`src/hdl/wakeup_pkg.sv`:
```
// Constants and register map of the wake-up timer.
`default_nettype none
package wakeup_pkg;

	// ------------------------------------------------------------------
	// Register byte addresses
	// ------------------------------------------------------------------
	localparam logic [31:0] ADDR_LOAD    = 32'hFFFF0340;
	localparam logic [31:0] ADDR_COUNT   = 32'hFFFF0344;
	localparam logic [31:0] ADDR_CTRL    = 32'hFFFF0348;
	localparam logic [31:0] ADDR_IRQCLR  = 32'hFFFF034C;
	localparam logic [31:0] ADDR_STATUS  = 32'hFFFF0350;
	localparam logic [31:0] ADDR_ENABLE  = 32'hFFFF0354;
	localparam logic [31:0] ADDR_STATCLR = 32'hFFFF0358;

	// ------------------------------------------------------------------
	// Reset values
	// ------------------------------------------------------------------
	localparam logic [31:0] RST_LOAD  = 32'h00000000;
	localparam logic [31:0] RST_COUNT = 32'h0FFFFFFF;
	localparam logic [10:0] RST_CTRL  = 11'h000;

	// ------------------------------------------------------------------
	// Control field positions
	// ------------------------------------------------------------------
	localparam int CTRL_SRC_HI  = 10;
	localparam int CTRL_SRC_LO  = 9;
	localparam int CTRL_UP      = 8;
	localparam int CTRL_EN      = 7;
	localparam int CTRL_PERIOD  = 6;
	localparam int CTRL_FMT_HI  = 5;
	localparam int CTRL_FMT_LO  = 4;
	localparam int CTRL_PRE_HI  = 3;
	localparam int CTRL_PRE_LO  = 0;
	localparam int CTRL_W       = 11;

	// ------------------------------------------------------------------
	// Encodings
	// ------------------------------------------------------------------
	localparam logic [1:0] SRC_OSC   = 2'h2;
	localparam logic [1:0] SRC_CORE  = 2'h3;
	localparam logic [1:0] FMT_HMS23 = 2'h2;
	localparam logic [1:0] FMT_HMS255 = 2'h3;
	localparam logic [3:0] PRE_DIV16    = 4'h4;
	localparam logic [3:0] PRE_DIV256   = 4'h8;
	localparam logic [3:0] PRE_DIV32768 = 4'hF;
	localparam logic [7:0] HUND_MAX  = 8'h63;
	localparam logic [7:0] SEC_MAX   = 8'h3B;
	localparam logic [7:0] HR23_MAX  = 8'h17;
	localparam logic [7:0] HR255_MAX = 8'hFF;

	// ------------------------------------------------------------------
	// Interrupt status bits
	// ------------------------------------------------------------------
	localparam int IRQ_W       = 1;
	localparam int IRQ_EXPIRE  = 0;

endpackage : wakeup_pkg
`default_nettype wire

```
`src/hdl/tick_if.sv`:
```
// Interface between the timer core and its prescaler.
`timescale 1ns/1ns
`default_nettype none
interface tick_if;
	logic       src_tick;
	logic [3:0] presc;
	logic       restart;
	logic       tick;
	modport pre (input src_tick, input presc, input restart, output tick);
	modport core (output src_tick, output presc, output restart, input tick);
endinterface : tick_if
`default_nettype wire

```
`src/hdl/wakeup_timer.sv`:
```
// Wake-up timer with APB register access, interrupt and conversion trigger.
`timescale 1ns/1ns
`default_nettype none
module wakeup_timer
	import wakeup_pkg::*;
(
	input  wire logic        pclk,
	input  wire logic        presetn,
	input  wire logic        psel,
	input  wire logic        penable,
	input  wire logic        pwrite,
	input  wire logic [31:0] paddr,
	input  wire logic [31:0] pwdata,
	output var  logic [31:0] prdata,
	output var  logic        pready,
	output var  logic        pslverr,
	input  wire logic        xtal_tick,
	input  wire logic        osc_tick,
	input  wire logic        core_clk_stop,
	output var  logic        irq,
	output var  logic        adc_trigger
);

	// ------------------------------------------------------------------
	// Registers
	// ------------------------------------------------------------------
	logic [31:0]       load_r;
	logic [31:0]       count_r;
	logic [CTRL_W-1:0] ctrl_r;
	logic [IRQ_W-1:0]  stat_r;
	logic [IRQ_W-1:0]  stat_nxt;
	logic [IRQ_W-1:0]  irq_en_r;
	logic              load_wr_r;
	logic [32:0]       step;
	logic              expire;
	logic              wr_en;
	logic              rd_en;
	logic              acc;

	tick_if tk ();

	wakeup_prescaler #(
		.DIV_W (15)
	) u_pre (
		.pclk    (pclk),
		.presetn (presetn),
		.tk      (tk)
	);

	// ------------------------------------------------------------------
	// Decoding helpers
	// ------------------------------------------------------------------
	function automatic logic mapped(input logic [31:0] a);
		if (a == ADDR_LOAD) begin
			mapped = 1'b1;
		end else if (a == ADDR_COUNT) begin
			mapped = 1'b1;
		end else if (a == ADDR_CTRL) begin
			mapped = 1'b1;
		end else if (a == ADDR_IRQCLR) begin
			mapped = 1'b1;
		end else if (a == ADDR_STATUS) begin
			mapped = 1'b1;
		end else if (a == ADDR_ENABLE) begin
			mapped = 1'b1;
		end else if (a == ADDR_STATCLR) begin
			mapped = 1'b1;
		end else begin
			mapped = 1'b0;
		end
	endfunction : mapped

	// Advances the count one step; bit 32 flags an expiry (wrap past the end).
	function automatic logic [32:0] count_step(input logic [31:0] cur, input logic up,
			input logic [1:0] fmt);
		logic [7:0] hu;
		logic [7:0] se;
		logic [7:0] mi;
		logic [7:0] hr;
		logic [7:0] hmax;
		logic       ex;
		hu   = cur[7:0];
		se   = cur[15:8];
		mi   = cur[23:16];
		hr   = cur[31:24];
		hmax = (fmt == FMT_HMS23) ? HR23_MAX : HR255_MAX;
		ex   = 1'b0;
		if (fmt == FMT_HMS23 || fmt == FMT_HMS255) begin
			if (up) begin
				if (hu < HUND_MAX) begin
					hu = hu + 8'h01;
				end else begin
					hu = 8'h00;
					if (se < SEC_MAX) begin
						se = se + 8'h01;
					end else begin
						se = 8'h00;
						if (mi < SEC_MAX) begin
							mi = mi + 8'h01;
						end else begin
							mi = 8'h00;
							if (hr < hmax) begin
								hr = hr + 8'h01;
							end else begin
								hr = 8'h00;
								ex = 1'b1;
							end
						end
					end
				end
			end else begin
				if (hu != 8'h00) begin
					hu = hu - 8'h01;
				end else begin
					hu = HUND_MAX;
					if (se != 8'h00) begin
						se = se - 8'h01;
					end else begin
						se = SEC_MAX;
						if (mi != 8'h00) begin
							mi = mi - 8'h01;
						end else begin
							mi = SEC_MAX;
							if (hr != 8'h00) begin
								hr = hr - 8'h01;
							end else begin
								hr = hmax;
								ex = 1'b1;
							end
						end
					end
				end
			end
			count_step = {ex, hr, mi, se, hu};
		end else if (up) begin
			count_step = {cur == 32'hFFFFFFFF, cur + 32'h00000001};
		end else begin
			count_step = {cur == 32'h00000000, cur - 32'h00000001};
		end
	endfunction : count_step

	// ------------------------------------------------------------------
	// APB slave: one wait state, then the answer
	// ------------------------------------------------------------------
	assign acc   = psel && penable && pready;
	assign wr_en = acc && pwrite;
	assign rd_en = psel && penable && !pready && !pwrite;

	always_ff @(posedge pclk or negedge presetn) begin
		if (!presetn) begin
			pready  <= 1'b0;
			pslverr <= 1'b0;
		end else begin
			pready  <= psel && penable && !pready;
			pslverr <= psel && penable && !pready && !mapped(paddr);
		end
	end

	always_ff @(posedge pclk or negedge presetn) begin
		if (!presetn) begin
			prdata <= 32'h00000000;
		end else if (rd_en) begin
			if (paddr == ADDR_LOAD) begin
				prdata <= load_r;
			end else if (paddr == ADDR_COUNT) begin
				prdata <= count_r;
			end else if (paddr == ADDR_CTRL) begin
				prdata <= {{(32-CTRL_W){1'b0}}, ctrl_r};
			end else if (paddr == ADDR_STATUS) begin
				prdata <= {{(32-IRQ_W){1'b0}}, stat_r};
			end else if (paddr == ADDR_ENABLE) begin
				prdata <= {{(32-IRQ_W){1'b0}}, irq_en_r};
			end else begin
				prdata <= 32'h00000000;
			end
		end else begin
			prdata <= 32'h00000000;
		end
	end

	// ------------------------------------------------------------------
	// Software-written registers
	// ------------------------------------------------------------------
	always_ff @(posedge pclk or negedge presetn) begin
		if (!presetn) begin
			ctrl_r <= RST_CTRL;
		end else if (wr_en && paddr == ADDR_CTRL) begin
			ctrl_r <= pwdata[CTRL_W-1:0];
		end
	end

	always_ff @(posedge pclk or negedge presetn) begin
		if (!presetn) begin
			load_r    <= RST_LOAD;
			load_wr_r <= 1'b0;
		end else begin
			load_wr_r <= wr_en && paddr == ADDR_LOAD;
			if (wr_en && paddr == ADDR_LOAD) begin
				load_r <= pwdata;
			end
		end
	end

	always_ff @(posedge pclk or negedge presetn) begin
		if (!presetn) begin
			irq_en_r <= '0;
		end else if (wr_en && paddr == ADDR_ENABLE) begin
			irq_en_r <= pwdata[IRQ_W-1:0];
		end
	end

	// ------------------------------------------------------------------
	// Tick source selection
	// ------------------------------------------------------------------
	// The crystal and oscillator ticks come from always-on logic, so the
	// count keeps moving while the core clock is stopped.
	always_comb begin
		case (ctrl_r[CTRL_SRC_HI:CTRL_SRC_LO])
			SRC_OSC:  tk.src_tick = osc_tick;
			SRC_CORE: tk.src_tick = !core_clk_stop;
			default:  tk.src_tick = xtal_tick;
		endcase
	end

	assign tk.presc   = ctrl_r[CTRL_PRE_HI:CTRL_PRE_LO];
	assign tk.restart = !ctrl_r[CTRL_EN];

	// ------------------------------------------------------------------
	// Counter
	// ------------------------------------------------------------------
	assign step   = count_step(count_r, ctrl_r[CTRL_UP], ctrl_r[CTRL_FMT_HI:CTRL_FMT_LO]);
	assign expire = ctrl_r[CTRL_EN] && tk.tick && step[32];

	always_ff @(posedge pclk or negedge presetn) begin
		if (!presetn) begin
			count_r <= RST_COUNT;
		end else if (load_wr_r) begin
			count_r <= load_r;
		end else if (ctrl_r[CTRL_EN] && tk.tick) begin
			if (expire && ctrl_r[CTRL_PERIOD]) begin
				count_r <= load_r;
			end else begin
				count_r <= step[31:0];
			end
		end
	end

	always_ff @(posedge pclk or negedge presetn) begin
		if (!presetn) begin
			adc_trigger <= 1'b0;
		end else begin
			adc_trigger <= expire;
		end
	end

	// ------------------------------------------------------------------
	// Interrupt: a new expiry wins over a clear in the same cycle
	// ------------------------------------------------------------------
	always_comb begin
		stat_nxt = stat_r;
		if (wr_en && paddr == ADDR_IRQCLR) begin
			stat_nxt = '0;
		end else if (wr_en && paddr == ADDR_STATCLR) begin
			stat_nxt = stat_r & ~pwdata[IRQ_W-1:0];
		end
		if (expire) begin
			stat_nxt[IRQ_EXPIRE] = 1'b1;
		end
	end

	always_ff @(posedge pclk or negedge presetn) begin
		if (!presetn) begin
			stat_r <= '0;
			irq    <= 1'b0;
		end else begin
			stat_r <= stat_nxt;
			irq    <= |(stat_nxt & irq_en_r);
		end
	end
endmodule : wakeup_timer
`default_nettype wire

```
`src/hdl/wakeup_prescaler.sv`:
```
// Source clock prescaler of the wake-up timer.
`timescale 1ns/1ns
`default_nettype none
module wakeup_prescaler
	import wakeup_pkg::*;
#(
	parameter int DIV_W = 15
) (
	input  wire logic pclk,
	input  wire logic presetn,
	tick_if.pre       tk
);
	if (DIV_W < 15) begin : g_div_check
		$error("wakeup_prescaler needs DIV_W of at least 15");
	end

	logic [DIV_W-1:0] cnt_r;

	// Decodes the prescale code to its last count value; unlisted codes divide by one.
	function automatic logic [DIV_W-1:0] div_last(input logic [3:0] code);
		case (code)
			PRE_DIV16:    div_last = DIV_W'(15);
			PRE_DIV256:   div_last = DIV_W'(255);
			PRE_DIV32768: div_last = DIV_W'(32767);
			default:      div_last = '0;
		endcase
	endfunction : div_last

	always_ff @(posedge pclk or negedge presetn) begin
		if (!presetn) begin
			cnt_r   <= '0;
			tk.tick <= 1'b0;
		end else if (tk.restart) begin
			cnt_r   <= '0;
			tk.tick <= 1'b0;
		end else if (tk.src_tick) begin
			if (cnt_r >= div_last(tk.presc)) begin
				cnt_r   <= '0;
				tk.tick <= 1'b1;
			end else begin
				cnt_r   <= cnt_r + DIV_W'(1);
				tk.tick <= 1'b0;
			end
		end else begin
			tk.tick <= 1'b0;
		end
	end
endmodule : wakeup_prescaler
`default_nettype wire

```
`config.mk`:
```
export PLATFORM = sky130hd
export DESIGN_NAME = wakeup_timer
export DESIGN_NICKNAME = d
export VERILOG_FILES = /design/src/hdl/wakeup_pkg.sv /design/src/hdl/tick_if.sv /design/src/hdl/wakeup_timer.sv /design/src/hdl/wakeup_prescaler.sv
export SDC_FILE = /design/constraint.sdc
export NUM_CORES = 1
export LEC_CHECK = 0
export BUFFER_PORTS_ARGS = -buffer_cell sky130_fd_sc_hd__clkbuf_2
export CAP_MARGIN = 0
export CORE_MARGIN = 2
export CORE_UTILIZATION = 54
export CTS_CLUSTER_DIAMETER = 80
export DETAILED_ROUTE_END_ITERATION = 16
export PLACE_DENSITY = 0.77
export RECOVER_POWER = 25
export SLEW_MARGIN = 20
export SYNTH_ARGS = -nofsm -noshare
export SYNTH_HDL_FRONTEND = slang
export SYNTH_HIERARCHICAL = 1
export SYNTH_SLANG_ARGS = --single-unit
```
`constraint.sdc`:
```
create_clock -name pclk -period 3.75 [get_ports pclk]
set_clock_uncertainty 0.1 [all_clocks]
set_input_delay 0.75 -clock pclk [delete_from_list [all_inputs] [get_ports pclk]]
set_output_delay 0.75 -clock pclk [all_outputs]
set_load 0.02 [all_outputs]
```
# --- After elaboration in Yosys (flattened, before gate mapping) ---
# Cells that the tools add are included.
word_totals:
  reg_bits: 130
  latchBits: 0
  ramBits: 0
  mem_bits_ro: 0
  inputBits: 72
  out_inout_bits: 36
  elab_cells: 150
  mem_count: 0
classes:
  addsub: 11
  multipliers: 0
  n_div: 0
  n_lt_le_gt_ge: 5
  n_eq_ne: 22
  shifts: 0
  mux: 65
  bitwise: 3
  reduce_logical: 28
ops:
  columns: ["operator", "n"]
  rows:
  - ["32-bit == test, second input constant", 8]
  - ["8-bit two-way mux", 25]
  - ["32-bit two-way mux", 6]
  - ["15-bit two-way mux", 5]
  - ["33-bit two-way mux", 2]
  - ["15-bit case mux with 3 select lines", 1]
  - ["32-bit by 1-bit adder with 32-bit output, second input constant", 1]
  - ["8-bit by 1-bit adder with 8-bit output, second input constant", 4]
  - ["32-bit zero test", 1]
  - ["8-bit nonzero test", 4]
  - ["32-bit by 1-bit subtractor with 32-bit output, second input constant", 1]
  - ["8-bit by 1-bit subtractor with 8-bit output, second input constant", 4]
  - ["5-bit by 4-bit inequality test with 1-bit output, second input constant", 6]
  - ["1-bit two-way mux", 24]
  - ["8-bit by 6-bit less-than comparator with 1-bit output, second input constant", 2]
  - ["15-bit by 1-bit adder with 15-bit output, second input constant", 1]
  - ["15-bit greater-or-equal comparator", 1]
  - ["1-bit logical AND", 14]
  - ["11-bit two-way mux", 1]
  - ["2-bit == test, second input constant", 4]
  - ["4-bit == test, second input constant", 2]
  - ["8-bit by 7-bit less-than comparator with 1-bit output, second input constant", 1]
  - ["8-bit less-than comparator", 1]
  - ["7-bit AND reduction", 1]
  - ["other kinds (10)", 14]

# --- Longest topological paths before layout ---
logic_depth:
  depth_word: 14
  mapped_depth: 14
  mapped_depth_nobuf: 11

# --- Cells and area by module ---
# The synthesis kept the hierarchy.
modules_own_cells:
  columns: ["mod", "n_inst", "cells_each", "area_each_um2", "seq_area_each_um2"]
  rows:
  - ["wakeup_timer", 1, 982, 8424.3, 2887.8]
  - ["wakeup_prescaler", 1, 138, 1258.7, 400.4]

# --- Least setup slack after synthesis ---
# No wires, ideal clock.
synth_path:
  path_type: "register -> register"
  from: "register ctrl_r[8]"
  to: "register count_r[30]"
  setup_ps: 77
  arrival_ps: 3775
  required_ps: 3573
  path_slack_ps: -203
  path_stages_with_launch: 14
  path_buffers: 2
  period_less_slack_ps: 3953
  path_cell_list: "dfrtp_1 -> clkbuf_1 -> clkinv_1 -> ha_1 -> clkbuf_1 -> a21oi_1 -> o21ai_0 -> a21oi_1 -> o211ai_1 -> o41ai_1 -> nor2_1 -> nor3_1 -> and4b_1 -> a21oi_1"
synth_between:
  elab_chain_len: 7
  word_cells_on_any_way: 16
  classes_between: "eq/ne (6); mux (7); reduce/logical (3)"
synth_lines:
  columns: ["element", "line_no", "source"]
  rows:
  - ["from (decl)", "wakeup_timer.sv:29", "logic [CTRL_W-1:0] ctrl_r;"]
  - ["from (signal assigned)", "wakeup_timer.sv:188", "ctrl_r <= pwdata[CTRL_W-1:0];"]
  - ["parallel branches: the longest is 7 deep, another holds 33-bit two-way mux", null, null]
  - ["to (signal assigned)", "wakeup_timer.sv:238", "count_r <= load_r;"]
  - ["to (signal assigned)", "wakeup_timer.sv:241", "count_r <= load_r;"]
  - ["to (signal assigned)", "wakeup_timer.sv:243", "count_r <= step[31:0];"]
  - ["to (decl)", "wakeup_timer.sv:28", "logic [31:0] count_r;"]
# Parallel ways; which one is timed is not known. The select of a mux whose other input is x is not followed.
# A chain may end at the register's enable or synchronous reset.

# --- Worst setup path after layout ---
layout_path:
  from: "register ctrl_r[8]"
  to: "register count_r[31]"
# The elaborated chain is that of the path after synthesis.

==> summary.txt <==
Outcome
  – Status: complete, but fails checks
  – Failing checks: max-capacitance violations, max-slew violations

Timing
  – Final Hold Viols: 0
  – Fin Setup TNS: 0 ps
  – Final Cycle Share: 0.926
  – Hold Slack: 403 ps
  – Final worst setup slack: 276 ps
  – Tmin final: 3470 ps
  – Rel. slew slack: -0.803
  – Fmax: 288 MHz
  – Max Slew Vio Count: 62
  – Final setup fails: 0
  – Unrepaired setup endpoints after global routing: no
  – Worst Max-Slew Pin Slew: 2700 ps

Placement
  – Post-detail-place hpwl: 18,600 um
  – Placed instance area: 10,400 um2
  – Pre-CTS setup slack: 238 ps
  – Port Buffers: 107
  – GP Congestion: 1.02

Cells and area
  – Layout cell share with drive strength beyond 1: 0.227
  – Area grow syn2layout: 13.4%
  – Nets: 1,327
  – Most frequent cells in the layout: 107 x clkbuf_2, 101 x nor2_1, 101 x dfrtp_1
  – Final std cell area, no fill: 11,000 um2
  – Most common cell after layout, fill and taps aside: clkbuf_2
  – Post-layout util: 0.631
  – ANT cells: 0

Hold path
  – Hold Path End: count_r[12]$_DFFE_PN1P_
  – Hold path cells: 2
  – Min-delay src: load_r[12]$_DFFE_PN0P_
  – Worst Hold Class: reg -> reg

Critical path
  – Worst R2R Start: ctrl_r[8]$_DFFE_PN0P_
  – CP arrival: 3680 ps
  – FF-to-FF End: count_r[31]$_DFFE_PN0P_
  – Cell count of the worst reg-to-reg path: 11
  – Worst path required time: 3960 ps
  – R2R Setup Slk: 280 ps
  – Setup crit end kind: flip-flop
  – Crit path max fanout: 16
  – Crit start category: flip-flop
  – CP Class: reg -> reg

Logic synthesis
  – Mean Syn Cell Area: 8.65 um2
  – Dominant synthesized flop cell: dfrtp_1
  – Synth unique cells: 82
  – Sequential cell area fraction in the yosys report: 0.340
  – Post-synth EDFFs: 0
  – Seq cells post-synth: 130
  – Mapped cell area: 9680 um2
  – Post-Synthesis Cells: 1,120
  – Synth Warn #: 6
  – Ys async rst share: 1.00
  – Syn nets: 1,249

GRT
  – Vias in the first global route: 8,694
  – Tot GR Track Use: 0.290
  – Grt total ovfl: 0
  – Global-route wire length before repair: 43,600 um
  – Largest net degree at the start of global routing: 62
  – Initial antenna violation count: 0

Floorplanning
  – Starting density of the core: 0.556
  – Die height: 138 um
  – # rows: 48
  – DIE WIDTH: 138 um
  – Die ar.: 19,000 um2
  – Core Area: 17,400 um2
  – Io pins: 108

Pwr
  – Internal power: 0.00243 W
  – Sw Pwr: 0.000752 W
  – Worst VDD drop: 311 uV
  – Pwr Density: 290 nW/um2
  – Pleak: 5.13 nW
  – Clk network pwr share: 0.529
  – Switching share of total power: 0.236
  – Comb pwr share: 0.029
  – Sequential Power Share: 0.442

Clock tree
  – CTS tree: built
  – Clk Latency, worst-skew pair: 430 ps
  – Clk buf depth: 2
  – Clock Sink Count: 130
  – Total CTS buffers: 17
  – CTS H-tree depth: 4
  – Root Buffer: clkbuf_16
  – Clk slew on worst S/H paths: 60 ps
  – Post-CTS setup buffer count: 0

Detailed routing
  – Drt first pass iters: 5
  – Via-to-Cell Ratio: 6.33
  – DR iter-0 viols: 817
  – WL final: 26,500 um
  – Via count: 9,083
  – Antenna-violating nets left: 0
  – Drt wl/cell: 18.5 um
  – DRC viols: 0

Flow run
  – Maximum capacitance violations: 1
==> how the worst max path moves through the flow <==
| stage | from | to | slack [ps] | depth (start not counted) |
|---|---|---|---|---|
| floorplan | ctrl_r[8]$_DFFE_PN0P_ | count_r[30]$_DFFE_PN0P_ | 240 | 13 |
| global placement | ctrl_r[8]$_DFFE_PN0P_ | count_r[30]$_DFFE_PN0P_ | 340 | 12 |
| detailed placement | ctrl_r[8]$_DFFE_PN0P_ | count_r[30]$_DFFE_PN0P_ | 240 | 12 |
| CTS | ctrl_r[8]$_DFFE_PN0P_ | count_r[30]$_DFFE_PN0P_ | 220 | 12 |
| global route | ctrl_r[8]$_DFFE_PN0P_ | count_r[31]$_DFFE_PN0P_ | 20 | 11 |
| finish | ctrl_r[8]$_DFFE_PN0P_ | count_r[31]$_DFFE_PN0P_ | 280 | 11 |
==> routing by layer <==
layer	up-vias	GRT usage	part of all wire
li1	4305	-	-
met5	-	0	0
met2	331	0.457	0.47
met1	4388	0.402	0.45
met4	0	0.111	0.025
met3	59	0.0493	0.059
==> synthesized netlist by cell type (21+ instances only) <==
master	number	share of area
clkbuf_1	55	0.021
a22oi_1	34	0.026
nor3_1	26	0.013
inv_1	32	0.012
nor2_1	101	0.039
o21ai_0	64	0.033
dfrtp_1	102	0.26
nand2_1	81	0.031
a21oi_1	81	0.042
mux2_2	58	0.067
ha_1	56	0.072
nand3_1	45	0.023
xnor2_1	24	0.022
and3_1	21	0.014
dfstp_2	28	0.076
==> registers in the layout, indices dropped and copies added, names as in the netlist <==
register       flops
u_pre/tk.tick      1
load_r            32
prdata            32
count_r           32
pslverr            1
stat_r             1
u_pre/cnt_r       15
irq_en_r           1
load_wr_r          1
ctrl_r            11
adc_trigger        1
pready             1
irq                1
==> worst max-delay path: stages (launching register included) <==
cell      delay [ps]
dfrtp_1          370
clkinv_2         230
ha_1             460
and3_1           220
a221o_1          310
a31oi_1          300
o31a_1           300
o211a_1          290
o21ai_0          180
o21ai_0          260
mux2i_1          240
a21oi_1           80
==> logic make-up after synthesis <==
group / Yosys count / share of synthesized area
AOI/OAI and AO/OA: 339 / 0.227
adders and majority gates: 57 / 0.0744
buffers and inverters: 112 / 0.0507
xor gates and xnor gates: 42 / 0.0380
muxes: 69 / 0.0788
and+or+nand+nor: 371 / 0.191
DFF: 130 / 0.340
==> metrics by stage <==
stage	power, W	cells
after floorplan	0.00145	1120
after global placement	0.00152	1404
after detailed placement	0.00153	1404
after CTS	0.00320	1436
after global routing	0.00328	1436
final	0.00318	1436
==> area by class of cell <==
type / instances / area [um2]
multi-input combinational: 878 / 5920
clock inverter: 13 / 150
inverter: 33 / 125
timing repair buffer: 138 / 783
clock buffer: 19 / 433
tap: 225 / 282
fill: 1488 / 6430
sequential: 130 / 3290
==> what timing repair did <==
action,4_1_cts,5_1_grt
endpoints found under the setup margin,0,2
hold buffers,0,0
gates resized for setup,0,2
==> power groups by stage <==
stage                     Sequential [W]  Combinational [W]  Clock, W
after detailed placement         0.00143          0.0000957         0
after global routing             0.00141           0.000105   0.00177
after global placement           0.00143          0.0000929         0
after floorplan                  0.00143          0.0000150         0
after CTS                        0.00141          0.0000961   0.00170
final                            0.00141          0.0000927   0.00168
Power figures use the tool's default switching activity.
